--- config.mk ---
export PLATFORM = sky130hd
export DESIGN_NAME = ice_exec
export DESIGN_NICKNAME = d
export VERILOG_FILES = /design/src/ice_pkg.sv /design/src/ice_addr_if.sv /design/src/ice_exec.sv /design/src/ice_target.sv
export SDC_FILE = /design/constraint.sdc
export NUM_CORES = 1
export LEC_CHECK = 0
export BUFFER_PORTS_ARGS = -buffer_cell sky130_fd_sc_hd__buf_4
export CAP_MARGIN = 40
export CORE_ASPECT_RATIO = 0.6
export CORE_MARGIN = 1.5
export CORE_UTILIZATION = 30
export DETAILED_ROUTE_END_ITERATION = 7
export GPL_TIMING_DRIVEN = 0
export PLACE_DENSITY = 0.48
export SYNTH_ARGS = -nofsm -noshare
export SYNTH_HDL_FRONTEND = slang
export SYNTH_SLANG_ARGS = --single-unit
--- constraint.sdc ---
create_clock -name ref_clk -period 0.8 [get_ports ref_clk]
set_clock_uncertainty 0.2 [all_clocks]
set_input_delay 0.04 -clock ref_clk [delete_from_list [all_inputs] [get_ports ref_clk]]
set_output_delay 0.04 -clock ref_clk [all_outputs]
set_load 0.05 [all_outputs]
--- src/ice_pkg.sv ---
// Purpose: Shared types and constants for the increment and branch unit
// Assumes: 16-bit program space, 8-bit data, byte-wide displacement
// Notes:   Operation codes are internal selectors, not opcode bits
package ice_pkg;

    // ------------------------------------------------------------------
    // Operation and operand selectors
    // ------------------------------------------------------------------
    typedef enum logic [3:0] {
        ICE_OP_NONE     = 4'h0,
        ICE_OP_INC      = 4'h1, // Byte increment
        ICE_OP_INC_PTR  = 4'h2, // Data pointer increment
        ICE_OP_BIT_SET  = 4'h3, // Branch if bit set
        ICE_OP_BIT_CLR  = 4'h4, // Branch if bit clear
        ICE_OP_BIT_TAKE = 4'h5, // Branch and clear bit
        ICE_OP_CARRY    = 4'h6, // Branch on carry
        ICE_OP_TABLE    = 4'h7, // Indirect table jump
        ICE_OP_LOOP     = 4'h8  // Count down loop branch
    } ice_op_t;

    typedef enum logic [1:0] {
        ICE_SRC_ACC      = 2'h0,
        ICE_SRC_BANK     = 2'h1,
        ICE_SRC_DIRECT   = 2'h2,
        ICE_SRC_INDIRECT = 2'h3
    } ice_src_t;

    // ------------------------------------------------------------------
    // Steps, lengths and reset values
    // ------------------------------------------------------------------
    localparam logic [7:0]  ICE_BYTE_STEP = 8'h01;
    localparam logic [15:0] ICE_PTR_STEP  = 16'h0001;
    localparam logic [15:0] ICE_LEN_SHORT = 16'h0002;
    localparam logic [15:0] ICE_LEN_LONG  = 16'h0003;
    localparam logic [7:0]  ICE_BYTE_RST  = 8'h00;
    localparam logic [15:0] ICE_WORD_RST  = 16'h0000;
    localparam logic [7:0]  ICE_BYTE_ZERO = 8'h00;

endpackage

--- src/ice_addr_if.sv ---
// Purpose: Carrier between the executor and its address calculator
// Assumes: Purely combinational exchange on the core clock
// Notes:   req side drives the operands, calc side returns the targets
`timescale 1ns/1ps
interface ice_addr_if;
    logic [15:0] pc_base;
    logic [7:0]  rel;
    logic        long_instr;
    logic [7:0]  acc;
    logic [15:0] sixteen_bit_data_pointer;
    logic [15:0] fall_target;
    logic [15:0] rel_target;
    logic [15:0] table_target;

    modport req (output pc_base, rel, long_instr, acc, sixteen_bit_data_pointer,
                 input  fall_target, rel_target, table_target);
    modport calc (input  pc_base, rel, long_instr, acc, sixteen_bit_data_pointer,
                  output fall_target, rel_target, table_target);
endinterface

--- src/ice_exec.sv ---
// Purpose: Execute increment, loop, pointer and conditional branch ops
// Assumes: Core presents operands with op_valid for one cycle
// Notes:   Results come one cycle later with done; flags are never written
//
// Function
// - Byte increment wraps, flags untouched
// - Increment accepts bank, direct, indirect, accumulator
// - Port increment starts from the output latch
// - Pointer increment carries low into high
// - Only the pointer increments as sixteen bits
// - Bit set branch leaves bit and flags
// - Bit branches advance three then add displacement
// - Branch and clear clears only when set
// - Branch and clear reads port latch
// - Bit clear branch leaves bit and flags
// - Carry branch taken when carry set
// - Carry branch advances two then adds
// - Table jump loads accumulator plus pointer
// - Table jump sum wraps at sixteen bits
// - Loop decrements, branches on nonzero result
`timescale 1ns/1ps
module ice_exec (
    input  wire logic             ref_clk,
    input  wire logic             arst_n,
    input  wire logic             op_valid,
    input  wire ice_pkg::ice_op_t op,
    input  wire ice_pkg::ice_src_t src,
    input  wire logic             is_port,
    input  wire logic [7:0]       operand_in,
    input  wire logic [7:0]       port_latch,
    input  wire logic             bit_in,
    input  wire logic             bit_is_port,
    input  wire logic             bit_latch,
    input  wire logic             carry_in,
    input  wire logic [7:0]       rel_disp,
    input  wire logic [15:0]      pc_in,
    input  wire logic [15:0]      sixteen_bit_data_pointer_in,
    input  wire logic [7:0]       acc_in,
    output logic                  done_r,
    output logic                  byte_we_r,
    output ice_pkg::ice_src_t     byte_dst_r,
    output logic [7:0]            byte_out_r,
    output logic                  pc_we_r,
    output logic [15:0]           pc_out_r,
    output logic                  sixteen_bit_data_pointer_we_r,
    output logic [15:0]           sixteen_bit_data_pointer_out_r,
    output logic                  bit_clr_r
);
    ice_addr_if addr ();

    logic [7:0]  operand;
    logic [7:0]  inc_val;
    logic [7:0]  dec_val;
    logic        bit_seen;
    logic        byte_we_nxt;
    logic [7:0]  byte_nxt;
    logic        pc_we_nxt;
    logic [15:0] pc_nxt;
    logic        sixteen_bit_data_pointer_we_nxt;
    logic [15:0] sixteen_bit_data_pointer_nxt;
    logic        bit_clr_nxt;

    // ------------------------------------------------------------------
    // Operand selection and address calculator
    // ------------------------------------------------------------------
    // A port operand comes from its latch; pins may be loaded externally
    assign operand  = is_port ? port_latch : operand_in;
    assign inc_val  = operand + ice_pkg::ICE_BYTE_STEP;
    assign dec_val  = operand - ice_pkg::ICE_BYTE_STEP;
    // Read-modify-write bit test must see what software last wrote
    assign bit_seen = bit_is_port ? bit_latch : bit_in;

    assign addr.pc_base    = pc_in;
    assign addr.rel        = rel_disp;
    assign addr.acc        = acc_in;
    assign addr.sixteen_bit_data_pointer       = sixteen_bit_data_pointer_in;
    // Three-byte forms: bit tests and loop on a direct byte
    assign addr.long_instr = (op == ice_pkg::ICE_OP_BIT_SET)
                          || (op == ice_pkg::ICE_OP_BIT_CLR)
                          || (op == ice_pkg::ICE_OP_BIT_TAKE)
                          || ((op == ice_pkg::ICE_OP_LOOP)
                              && (src == ice_pkg::ICE_SRC_DIRECT));

    ice_target ice_target_inst (
        .a (addr.calc)
    );

    // ------------------------------------------------------------------
    // Next-state decode
    // ------------------------------------------------------------------
    // No path drives a flag write: every op here leaves the status word
    always_comb begin
        byte_we_nxt = 1'b0;
        byte_nxt    = operand;
        pc_we_nxt   = 1'b0;
        pc_nxt      = addr.fall_target;
        sixteen_bit_data_pointer_we_nxt = 1'b0;
        sixteen_bit_data_pointer_nxt    = sixteen_bit_data_pointer_in + ice_pkg::ICE_PTR_STEP;
        bit_clr_nxt = 1'b0;
        if (op_valid) begin
            unique case (op)
                ice_pkg::ICE_OP_NONE: begin
                    byte_nxt = operand;
                end
                ice_pkg::ICE_OP_INC: begin
                    byte_we_nxt = 1'b1;
                    byte_nxt    = inc_val;
                end
                ice_pkg::ICE_OP_INC_PTR: begin
                    // Sole 16-bit increment path in this unit
                    sixteen_bit_data_pointer_we_nxt = 1'b1;
                end
                ice_pkg::ICE_OP_BIT_SET: begin
                    pc_we_nxt = 1'b1;
                    pc_nxt    = bit_in ? addr.rel_target
                                       : addr.fall_target;
                end
                ice_pkg::ICE_OP_BIT_CLR: begin
                    pc_we_nxt = 1'b1;
                    pc_nxt    = bit_in ? addr.fall_target
                                       : addr.rel_target;
                end
                ice_pkg::ICE_OP_BIT_TAKE: begin
                    pc_we_nxt   = 1'b1;
                    bit_clr_nxt = bit_seen;
                    pc_nxt      = bit_seen ? addr.rel_target
                                           : addr.fall_target;
                end
                ice_pkg::ICE_OP_CARRY: begin
                    pc_we_nxt = 1'b1;
                    pc_nxt    = carry_in ? addr.rel_target
                                         : addr.fall_target;
                end
                ice_pkg::ICE_OP_TABLE: begin
                    pc_we_nxt = 1'b1;
                    pc_nxt    = addr.table_target;
                end
                ice_pkg::ICE_OP_LOOP: begin
                    byte_we_nxt = 1'b1;
                    byte_nxt    = dec_val;
                    pc_we_nxt   = 1'b1;
                    pc_nxt      = (dec_val != ice_pkg::ICE_BYTE_ZERO)
                                ? addr.rel_target
                                : addr.fall_target;
                end
            endcase
        end
    end

    // ------------------------------------------------------------------
    // Result registers
    // ------------------------------------------------------------------
    // Completion strobe
    always_ff @(posedge ref_clk or negedge arst_n) begin
        if (!arst_n) begin
            done_r <= 1'b0;
        end else begin
            done_r <= op_valid;
        end
    end

    // Byte write-back, destination echoed for the core's write mux
    always_ff @(posedge ref_clk or negedge arst_n) begin
        if (!arst_n) begin
            byte_we_r  <= 1'b0;
            byte_dst_r <= ice_pkg::ICE_SRC_ACC;
            byte_out_r <= ice_pkg::ICE_BYTE_RST;
        end else begin
            byte_we_r  <= byte_we_nxt;
            byte_dst_r <= src;
            byte_out_r <= byte_nxt;
        end
    end

    // Program counter load
    always_ff @(posedge ref_clk or negedge arst_n) begin
        if (!arst_n) begin
            pc_we_r  <= 1'b0;
            pc_out_r <= ice_pkg::ICE_WORD_RST;
        end else begin
            pc_we_r  <= pc_we_nxt;
            pc_out_r <= pc_nxt;
        end
    end

    // Data pointer write-back; the 16-bit add carries low into high
    always_ff @(posedge ref_clk or negedge arst_n) begin
        if (!arst_n) begin
            sixteen_bit_data_pointer_we_r  <= 1'b0;
            sixteen_bit_data_pointer_out_r <= ice_pkg::ICE_WORD_RST;
        end else begin
            sixteen_bit_data_pointer_we_r  <= sixteen_bit_data_pointer_we_nxt;
            sixteen_bit_data_pointer_out_r <= sixteen_bit_data_pointer_nxt;
        end
    end

    // Bit clear strobe for the branch-and-clear op
    always_ff @(posedge ref_clk or negedge arst_n) begin
        if (!arst_n) begin
            bit_clr_r <= 1'b0;
        end else begin
            bit_clr_r <= bit_clr_nxt;
        end
    end
endmodule

--- src/ice_target.sv ---
// Purpose: Branch target and table jump address arithmetic
// Assumes: pc_base is the address of the instruction's first byte
// Notes:   All sums wrap modulo 65536 by their 16-bit width
`timescale 1ns/1ps
module ice_target (
    ice_addr_if.calc a
);
    logic [15:0] rel_ext;

    // ------------------------------------------------------------------
    // Address arithmetic
    // ------------------------------------------------------------------
    // Advance past the instruction first, then add the displacement
    assign a.fall_target = a.pc_base + (a.long_instr ? ice_pkg::ICE_LEN_LONG
                                       : ice_pkg::ICE_LEN_SHORT);
    // Sign extension keeps backward loops correct
    assign rel_ext = {{8{a.rel[7]}}, a.rel};
    assign a.rel_target = a.fall_target + rel_ext;
    // Unsigned accumulator; the carry out of bit 7 ripples upward
    assign a.table_target = {ice_pkg::ICE_BYTE_ZERO, a.acc} + a.sixteen_bit_data_pointer;
endmodule

==> results of run 1 <==
-- sequential cells by signal, summed over array words and instances, names as in the netlist, 2 cells and up --
signal / count
pc_out_r: 16
sixteen_bit_data_pointer_out_r: 16
byte_out_r: 8
byte_dst_r: 2
-- stage by stage --
step	worst slack [ns]	utilization
2_1_floorplan	-2.30	-
5_1_grt	-2.52	0.552
3_5_place_dp	-3.01	0.433
6_report	-2.35	0.552
4_1_cts	-2.36	0.516
3_3_place_gp	-2.99	0.433
-- path summary, 6_finish.rpt --
check | endpoint | slack [ns] | cells after the start | from
setup / recovery | pc_out_r[11] | -2.35 | 20 | op[0]
hold / removal | byte_out_r[0] | -0.44 | 1 | arst_n
max in group asynchronous | pc_out_r[10] | 0.38 | 1 | arst_n
min in group ref_clk | sixteen_bit_data_pointer_out_r[4] | -0.28 | 2 | sixteen_bit_data_pointer_in[4]
-- synth_stat cells, types with 7 or more instances --
cell,count,area (um2)
a21oi_1,29,145
nor3_1,8,40.0
o21ai_2,7,61.3
inv_1,27,101
nor2_1,37,139
nand4_1,9,56.3
a22oi_1,10,75.1
nand3_1,15,75.1
ha_1,30,375
xor2_1,27,236
dfrtp_1,47,1180
nand2_1,30,113
o21ai_0,24,120
xnor2_1,32,280
-- per-layer routing --
metal  share of wire  vias up  wire (um)  GRT usage
met5               0        -          0          0
met4          0.0060        0         87     0.0291
met3           0.054        9        787     0.0403
met2            0.39      118       5620      0.269
met1            0.55     1979       8020      0.334
li1                -     2075          -          -
-- cell families after synthesis --
| kind of cell | share of synthesized area |
|---|---|
| simple gates | 0.178 |
| compound gates | 0.228 |
| xor+xnor | 0.126 |
| flops | 0.287 |
| buf+inv | 0.0440 |
| fa+ha+maj | 0.101 |
| mux | 0.0358 |
-- timing repair --
action | in CTS | in global routing
buffers inserted | 38 | 32
endpoints found under the hold margin | 82 | 73
gates resized for setup | 120 | 59
pin swaps | 57 | 41
setup endpoints to repair | 77 | 83
gates cloned | 1 | 0
-- power groups by stage --
stage	Combinational [mW]	Sequential [mW]	Clock, mW
2_1_floorplan	1.73	3.39	0
5_1_grt	5.03	2.72	2.38
4_1_cts	4.30	2.70	2.28
3_3_place_gp	3.66	2.71	0
6_report	4.71	2.70	2.21
3_5_place_dp	3.67	2.71	0
-- worst max-delay path: stages --
cell and delay, ns:
buf_8 0.10, buf_8 0.11, nor2_4 0.08, a41oi_2 0.13, o21ai_4 0.20, ha_4 0.18
inv_2 0.05, ha_4 0.16, nor2_4 0.07, and2_4 0.18, nand4_1 0.13, xnor2_2 0.29
ha_4 0.26, nand2_4 0.07, nor2_4 0.04, a221o_1 0.32, a41oi_2 0.28, buf_4 0.18
xor2_2 0.17, o21ai_2 0.06
-- final cells by class --
class | instances | area [um2] | share of cell area
Buffer | 10 | 139 | 0.0192
Clock buffer | 6 | 139 | 0.0192
Clock inverter | 2 | 16.3 | 0.00225
Inverter | 27 | 104 | 0.0144
Multi-Input combinational cell | 374 | 3600 | 0.498
Sequential cell | 47 | 1230 | 0.171
Tap cell | 170 | 213 | 0.0294
Timing Repair Buffer | 191 | 1790 | 0.247
==> out/metrics.yaml, run 1 <==
status:
  status: "finished with violations"
  violations: "negative hold slack, negative setup slack"
timing:
  maxSlewHeadroom: 0.587
  tns_ns: -53.53
  fin_crit_sh: 3.94
  rsz0062_at_grt: "true"
  worst_pin_slew_ns: 0.619
  worst_slack_ns: -2.35
  finalSetupViolCount: 81
  hold_viol_final: 75
  hold_slack_ns: -0.444
  fmax_mhz: 317
  drv_slew: 0
  fin_crit_ns: 3.15
synth:
  synth_top_flop_cell: "dfrtp_1"
  seq_area_frac_synth: 0.287
  syn-num-nets: 568
  syn_inst: 458
  yosysWarnings: 0
  synthArstFlopShare: 1.00
  yosysUniqueCellTypes: 65
  ys_ff_latch: 47
  synth_edf_count: 0
  syn_area_mm2: 0.00409
  synth_area_per_cell_um2: 8.94
clocking:
  path_clk_slew_ns: 0.07
  cts_buffer_depth: 2
  cts_root_buf: "clkbuf_16"
  cts.sinks: 47
  cts_tree: "built"
  htree_levels: 2
  cts_hold_buf: 3
  numCtsBuffers: 5
global_route:
  grt_max_degree: 48
  antenna_found_initial: 0
  first_global_vias: 4056
  grt.total_usage: 0.204
  grt_overflow: 0
  grt_pass1_wl_mm: 22.7
cells_and_area:
  layout-drive-gt1-share: 0.600
  fill_cells: 1154
  num_antenna_cells: 0
  final_nets: 766
  area_delta_synth_final_pct: 76.6
  final_common_cell: "buf_4"
  layout_common_cells: "buf_4 (109), buf_6 (74), dfrtp_2 (46), nand2_1 (26), xnor2_1 (23)"
  fin_area_mm2: 0.00723
  fin_cells: 827
floorplanning:
  die_y_um: 93.5
  core_area_mm2: 0.0131
  rows: 32
  start_util: 0.313
  floorplan.die_area_mm2: 0.0144
  die_x_um: 154
  pin_count: 125
worst_hold_path:
  hold_class: "input port to async pin"
pwr:
  p_comb_frac: 0.490
  power.total_mw: 9.62
  power.internal_mw: 5.96
  seq_power_share: 0.281
  p_clk_frac: 0.230
  p_sw_mw: 3.66
  ir_drop_mv: 0.740
  leakagePower_nw: 3.02
  swShare: 0.380
  p_per_area_mw_per_mm2: 1330
routing:
  ant_nets: 0
  wl_mm: 14.5
  drc: 0
  vias_per_cell: 5.06
  vias: 4181
  dr.pass1.iters: 4
  dr.first_iter.drc_count: 193
  avgRoutedWirePerCell_um: 17.5
placed_design:
  port_buffers: 121
  gp_routability_congestion: 0.888
  dpl.cell_count: 749
  dpl_cell_area_mm2: 0.00567
  dp_hpwl_mm: 11.0
run:
  maxCapViolations: 0
worst_setup_path:
  worst_ep_arrival_time_ns: 3.13
  critPathKind: "input port to register"
  critical_path_required_ns: 0.77
  crit_fanout: 4
  startpoint_type: "input port"
  endpoint_kind: "register"
Note: power is estimated with default switching activity, not from simulation.
==> inputs of run 2 (changes only) <==
Settings changed: CELL_PAD_IN_SITES_DETAIL_PLACEMENT from default to 0, CELL_PAD_IN_SITES_GLOBAL_PLACEMENT from default to 1, PLACE_DENSITY 0.48 to 0.63.
==> out/metrics.yaml, run 2 (synthesized netlist as in run 1, its figures left out) <==
clocking:
  cts_hold_buf: 2  # was 3
  cts_buffer_depth: 2  # unchanged
  htree_levels: 2  # unchanged
  cts_root_buf: "clkbuf_16"  # unchanged
  cts.sinks: 47  # unchanged
  path_clk_slew_ns: 0.06  # was 0.07 ns
  cts_tree: "built"  # unchanged
  numCtsBuffers: 5  # unchanged
timing:
  tns_ns: -53.90  # was -53.53 ns
  fmax_mhz: 307  # was 317 MHz
  finalSetupViolCount: 84  # was 81
  hold_slack_ns: -0.454  # was -0.444 ns
  fin_crit_sh: 4.07  # was 3.94
  fin_crit_ns: 3.25  # was 3.15 ns
  maxSlewHeadroom: 0.586  # was 0.587
  rsz0062_at_grt: "true"  # unchanged
  hold_viol_final: 77  # was 75
  drv_slew: 0  # unchanged
  worst_pin_slew_ns: 0.621  # was 0.619 ns
  worst_slack_ns: -2.45  # was -2.35 ns
routing:
  dr.pass1.iters: 5  # was 4
  wl_mm: 14.8  # was 14.5 mm
  drc: 0  # unchanged
  dr.first_iter.drc_count: 325  # was 193
  vias: 4279  # was 4181
  ant_nets: 0  # unchanged
  vias_per_cell: 5.16  # was 5.06
  avgRoutedWirePerCell_um: 17.9  # was 17.5 um
floorplanning:
  rows: 32  # unchanged
  floorplan.die_area_mm2: 0.0144  # unchanged
  start_util: 0.313  # unchanged
  pin_count: 125  # unchanged
  die_x_um: 154  # unchanged
  core_area_mm2: 0.0131  # unchanged
  die_y_um: 93.5  # unchanged
worst_setup_path:
  startpoint_type: "input port"  # unchanged
  worst_ep_arrival_time_ns: 3.23  # was 3.13 ns
  crit_fanout: 3  # was 4
  critical_path_required_ns: 0.77  # about the same
  endpoint_kind: "register"  # unchanged
  critPathKind: "input port to register"  # unchanged
cells_and_area:
  largest_registers: "pc_out_r (16), sixteen_bit_data_pointer_out_r (16), byte_out_r (8)"  # unchanged
  area_delta_synth_final_pct: 79.6  # was 76.6%
  final_common_cell: "buf_4"  # unchanged
  fin_area_mm2: 0.00735  # was 0.00723 mm2
  layout_common_cells: "buf_4 (114), buf_6 (72), dfrtp_2 (46), nand2_1 (26), xnor2_1 (24)"  # was buf_4 (109), buf_6 (74), dfrtp_2 (46), nand2_1 (26), xnor2_1 (23)
  fin_util: 0.561  # was 0.552
  layout-drive-gt1-share: 0.628  # was 0.600
  final_nets: 768  # was 766
  num_antenna_cells: 0  # unchanged
placed_design:
  port_buffers: 121  # unchanged
  gp_routability_congestion: 0.907  # was 0.888
  dp_slack_ns: -3.00  # was -3.01 ns
  dp_hpwl_mm: 11.2  # was 11.0 mm
  dpl_cell_area_mm2: 0.00567  # unchanged
status:
  violations: "negative hold slack, negative setup slack"  # unchanged
  status: "finished with violations"  # unchanged
global_route:
  grt.total_usage: 0.210  # was 0.204
  grt_pass1_wl_mm: 23.3  # was 22.7 mm
  grt_max_degree: 48  # unchanged
  grt_overflow: 0  # unchanged
  first_global_vias: 4164  # was 4056
  antenna_found_initial: 0  # unchanged
run:
  maxCapViolations: 0  # unchanged
pwr:
  leakagePower_nw: 3.05  # was 3.02 nW
  ir_drop_mv: 0.616  # was 0.740 mV
  p_per_area_mw_per_mm2: 1350  # was 1330 mW/mm2
worst_hold_path:
  hold_class: "input port to async pin"  # unchanged
-- run 2: area by class of cell --
type | instances | area (um2)
buffer | 9 | 121
clock buffer | 6 | 129
clock inverter | 2 | 37.5
fill | 1122 | 5740
inverter | 27 | 109
multi-input combinational | 374 | 3700
sequential | 47 | 1230
tap | 170 | 213
timing repair buffer | 194 | 1800
-- run 2: final timing paths --
check	startpoint	to	slack [ns]
min in group ref_clk	sixteen_bit_data_pointer_in[4]	sixteen_bit_data_pointer_out_r[4]	-0.27
max	op[0]	pc_out_r[13]	-2.45
max in group asynchronous	arst_n	bit_clr_r	0.37
min	arst_n	byte_out_r[4]	-0.45
-- run 2: power by group --
group          total (mW)  leakage [nW]  internal [mW]  switching, mW
combinational        4.83          2.46           2.16           2.67
clock                2.38        0.0771           1.48          0.903
sequential           2.69         0.512           2.60         0.0938
-- run 2: routing by layer --
layer	vias up	global-route usage	wire length (um)
met1	2051	0.342	8200
met2	155	0.279	5680
met4	0	0.0235	74
met3	10	0.0445	880
li1	2063	-	-
met5	-	0	0
-- run 2: worst max-delay path: stages --
cell and delay, ns:
buf_8 0.10, buf_8 0.11, nor2_4 0.08, a41oi_2 0.15
o21ai_4 0.21, ha_4 0.20, inv_4 0.04, ha_4 0.16
nor2_4 0.08, and2_4 0.19, nand4_1 0.16, xnor2_2 0.28
ha_4 0.26, nand2_4 0.06, nor2_4 0.03, a221o_1 0.32
a41oi_2 0.25, buf_4 0.18, o21ai_2 0.05, xnor2_1 0.19
o21ai_2 0.08
-- run 2: through the flow --
| stage | cells | power (mW) | hold WS, ns |
|---|---|---|---|
| 3_3_place_gp | 749 | 6.37 | -0.107 |
| 4_1_cts | 810 | 9.57 | -0.404 |
| 3_5_place_dp | 749 | 6.39 | -0.0919 |
| 2_1_floorplan | 458 | 5.12 | -0.456 |
| 5_1_grt | 829 | 10.4 | -0.395 |
| 6_report | 829 | 9.90 | -0.454 |
-- run 2: timing repair --
item                                    4_1_cts  5_1_grt
gates resized for setup                     134       65
pin swaps                                    64       43
endpoints found under the setup margin       79       84
gates cloned                                  1        0
buffers inserted                             50       20
endpoints found under the hold margin        80       76
==> inputs of run 3 (changes only) <==
Settings changed: PLACE_DENSITY 0.63 to 0.71.
==> out/metrics.yaml, run 3 (synthesized netlist as in run 1, its figures left out) <==
clocking:
  path_clk_slew_ns: 0.07  # was 0.06 ns
  cts_hold_buf: 2  # unchanged
  numCtsBuffers: 5  # unchanged
  cts_root_buf: "clkbuf_16"  # unchanged
  cts_buffer_depth: 2  # unchanged
  cts.sinks: 47  # unchanged
  htree_levels: 2  # unchanged
  cts_tree: "built"  # unchanged
pwr:
  p_per_area_mw_per_mm2: 1320  # was 1350 mW/mm2
  leakagePower_nw: 2.97  # was 3.05 nW
  ir_drop_mv: 0.761  # was 0.616 mV
global_route:
  grt.total_usage: 0.204  # was 0.210
  grt_overflow: 0  # unchanged
  grt_max_degree: 48  # unchanged
  grt_pass1_wl_mm: 22.7  # was 23.3 mm
  antenna_found_initial: 0  # unchanged
  first_global_vias: 4247  # was 4164
placed_design:
  dp_hpwl_mm: 11.0  # was 11.2 mm
  port_buffers: 121  # unchanged
  gp_routability_congestion: 0.884  # was 0.907
  dpl_cell_area_mm2: 0.00567  # unchanged
timing:
  hold_slack_ns: -0.437  # was -0.454 ns
  fmax_mhz: 311  # was 307 MHz
  worst_slack_ns: -2.42  # was -2.45 ns
  hold_viol_final: 77  # unchanged
  finalSetupViolCount: 83  # was 84
  rsz0062_at_grt: "true"  # unchanged
  maxSlewHeadroom: 0.581  # was 0.586
  worst_pin_slew_ns: 0.629  # was 0.621 ns
  fin_crit_ns: 3.22  # was 3.25 ns
  fin_crit_sh: 4.03  # was 4.07
  drv_slew: 0  # unchanged
status:
  violations: "negative hold slack, negative setup slack"  # unchanged
  status: "finished with violations"  # unchanged
worst_setup_path:
  critical_path_required_ns: 0.76  # was 0.77 ns
  endpoint_kind: "register"  # unchanged
  crit_start: "op[0]"  # unchanged
  crit_fanout: 4  # was 3
  startpoint_type: "input port"  # unchanged
  worst_ep_arrival_time_ns: 3.18  # was 3.23 ns
  critPathKind: "input port to register"  # unchanged
  crit_path_end: "pc_out_r[15]"  # was pc_out_r[13]
routing:
  vias: 4336  # was 4279
  dr.pass1.iters: 5  # unchanged
  avgRoutedWirePerCell_um: 18.6  # was 17.9 um
  vias_per_cell: 5.31  # was 5.16
  drc: 0  # unchanged
  dr.first_iter.drc_count: 293  # was 325
  wl_mm: 15.2  # was 14.8 mm
  ant_nets: 0  # unchanged
cells_and_area:
  largest_registers: "pc_out_r (16), sixteen_bit_data_pointer_out_r (16), byte_out_r (8)"  # unchanged
  final_common_cell: "buf_4"  # unchanged
  area_delta_synth_final_pct: 77.9  # was 79.6%
  fin_area_mm2: 0.00728  # was 0.00735 mm2
  final_nets: 756  # was 768
  layout-drive-gt1-share: 0.634  # was 0.628
  num_antenna_cells: 0  # unchanged
  fin_util: 0.556  # was 0.561
  layout_common_cells: "buf_4 (105), buf_6 (71), dfrtp_2 (46), xnor2_1 (27), nand2_1 (22)"  # was buf_4 (114), buf_6 (72), dfrtp_2 (46), nand2_1 (26), xnor2_1 (24)
floorplanning:
  die_x_um: 154  # unchanged
  floorplan.die_area_mm2: 0.0144  # unchanged
  die_y_um: 93.5  # unchanged
  core_area_mm2: 0.0131  # unchanged
  start_util: 0.313  # unchanged
  pin_count: 125  # unchanged
  rows: 32  # unchanged
worst_hold_path:
  hold_class: "input port to async pin"  # unchanged
run:
  maxCapViolations: 0  # unchanged
[run 3: cell types whose count changed in the layout (fill, tap and decap cells not counted), sizes merged]
cell    change
clkinv      +1
buf        -12
bufinv      -1
[run 3: layer usage]
layer  routed length (um)  track usage  share of wire  up-vias
li1                     -            -              -     2042
met5                    0            0              0        -
met1                 7630        0.307           0.50     2100
met3                  818       0.0320          0.054       20
met2                 6490        0.295           0.43      174
met4                  272       0.0583          0.018        0
[run 3: final cells by class]
type / instances / area, um2
Fill cell: 1119 / 5810
Multi-Input combinational cell: 374 / 3740
Timing Repair Buffer: 182 / 1710
Sequential cell: 47 / 1230
Tap cell: 170 / 213
Clock buffer: 6 / 139
Buffer: 9 / 124
Inverter: 27 / 106
Clock inverter: 2 / 16.3
[run 3: how the worst min path moves through the flow]
stage                                                    to  slack [ns]  depth (start not counted)
final                                         byte_out_r[0]       -0.44                          1
after global routing      sixteen_bit_data_pointer_out_r[0]       -0.39                          1
after CTS                 sixteen_bit_data_pointer_out_r[4]       -0.40                          1
after detailed placement  sixteen_bit_data_pointer_out_r[0]       -0.09                          1
after global placement                        byte_out_r[0]       -0.11                          1
after floorplan                                   bit_clr_r       -0.46                          0
[run 3: worst max-delay path, cell delays in order]
cell      delay, ns
buf_8          0.10
buf_8          0.12
nor2_4         0.09
a41oi_2        0.13
o21ai_2        0.22
ha_4           0.18
inv_2          0.04
ha_4           0.16
nor2_4         0.11
and2_4         0.18
nand4_1        0.13
xnor2_2        0.26
ha_4           0.26
nand2_2        0.07
nor2_2         0.05
a221o_1        0.35
a41oi_4        0.30
o21ai_2        0.09
xnor2_1        0.17
o221ai_2       0.11
[run 3: metrics by stage]
stage / total power [mW] / setup WS, ns / TNS, ns / instances
detailed placement: 6.36 / -2.91 / -52.01 / 749
global placement: 6.32 / -2.91 / -51.34 / 749
finish: 9.63 / -2.42 / -51.46 / 817
floorplan: 5.12 / -2.30 / -37.54 / 458
CTS: 9.26 / -2.44 / -49.14 / 803
global route: 10.1 / -2.52 / -55.06 / 817
[run 3: timing repair]
action / in CTS / in global routing
gates cloned: 1 / 0
pin swaps: 64 / 53
hold endpoints to repair: 81 / 76
setup buffers: 44 / 16
endpoints found under the setup margin: 81 / 83
resized for setup: 137 / 74
[run 3: where the power goes]
| group | switching [mW] | internal [mW] | leakage (nW) |
|---|---|---|---|
| logic | 2.63 | 2.11 | 2.38 |
| clock network | 0.952 | 1.25 | 0.0731 |
| registers | 0.0940 | 2.60 | 0.512 |
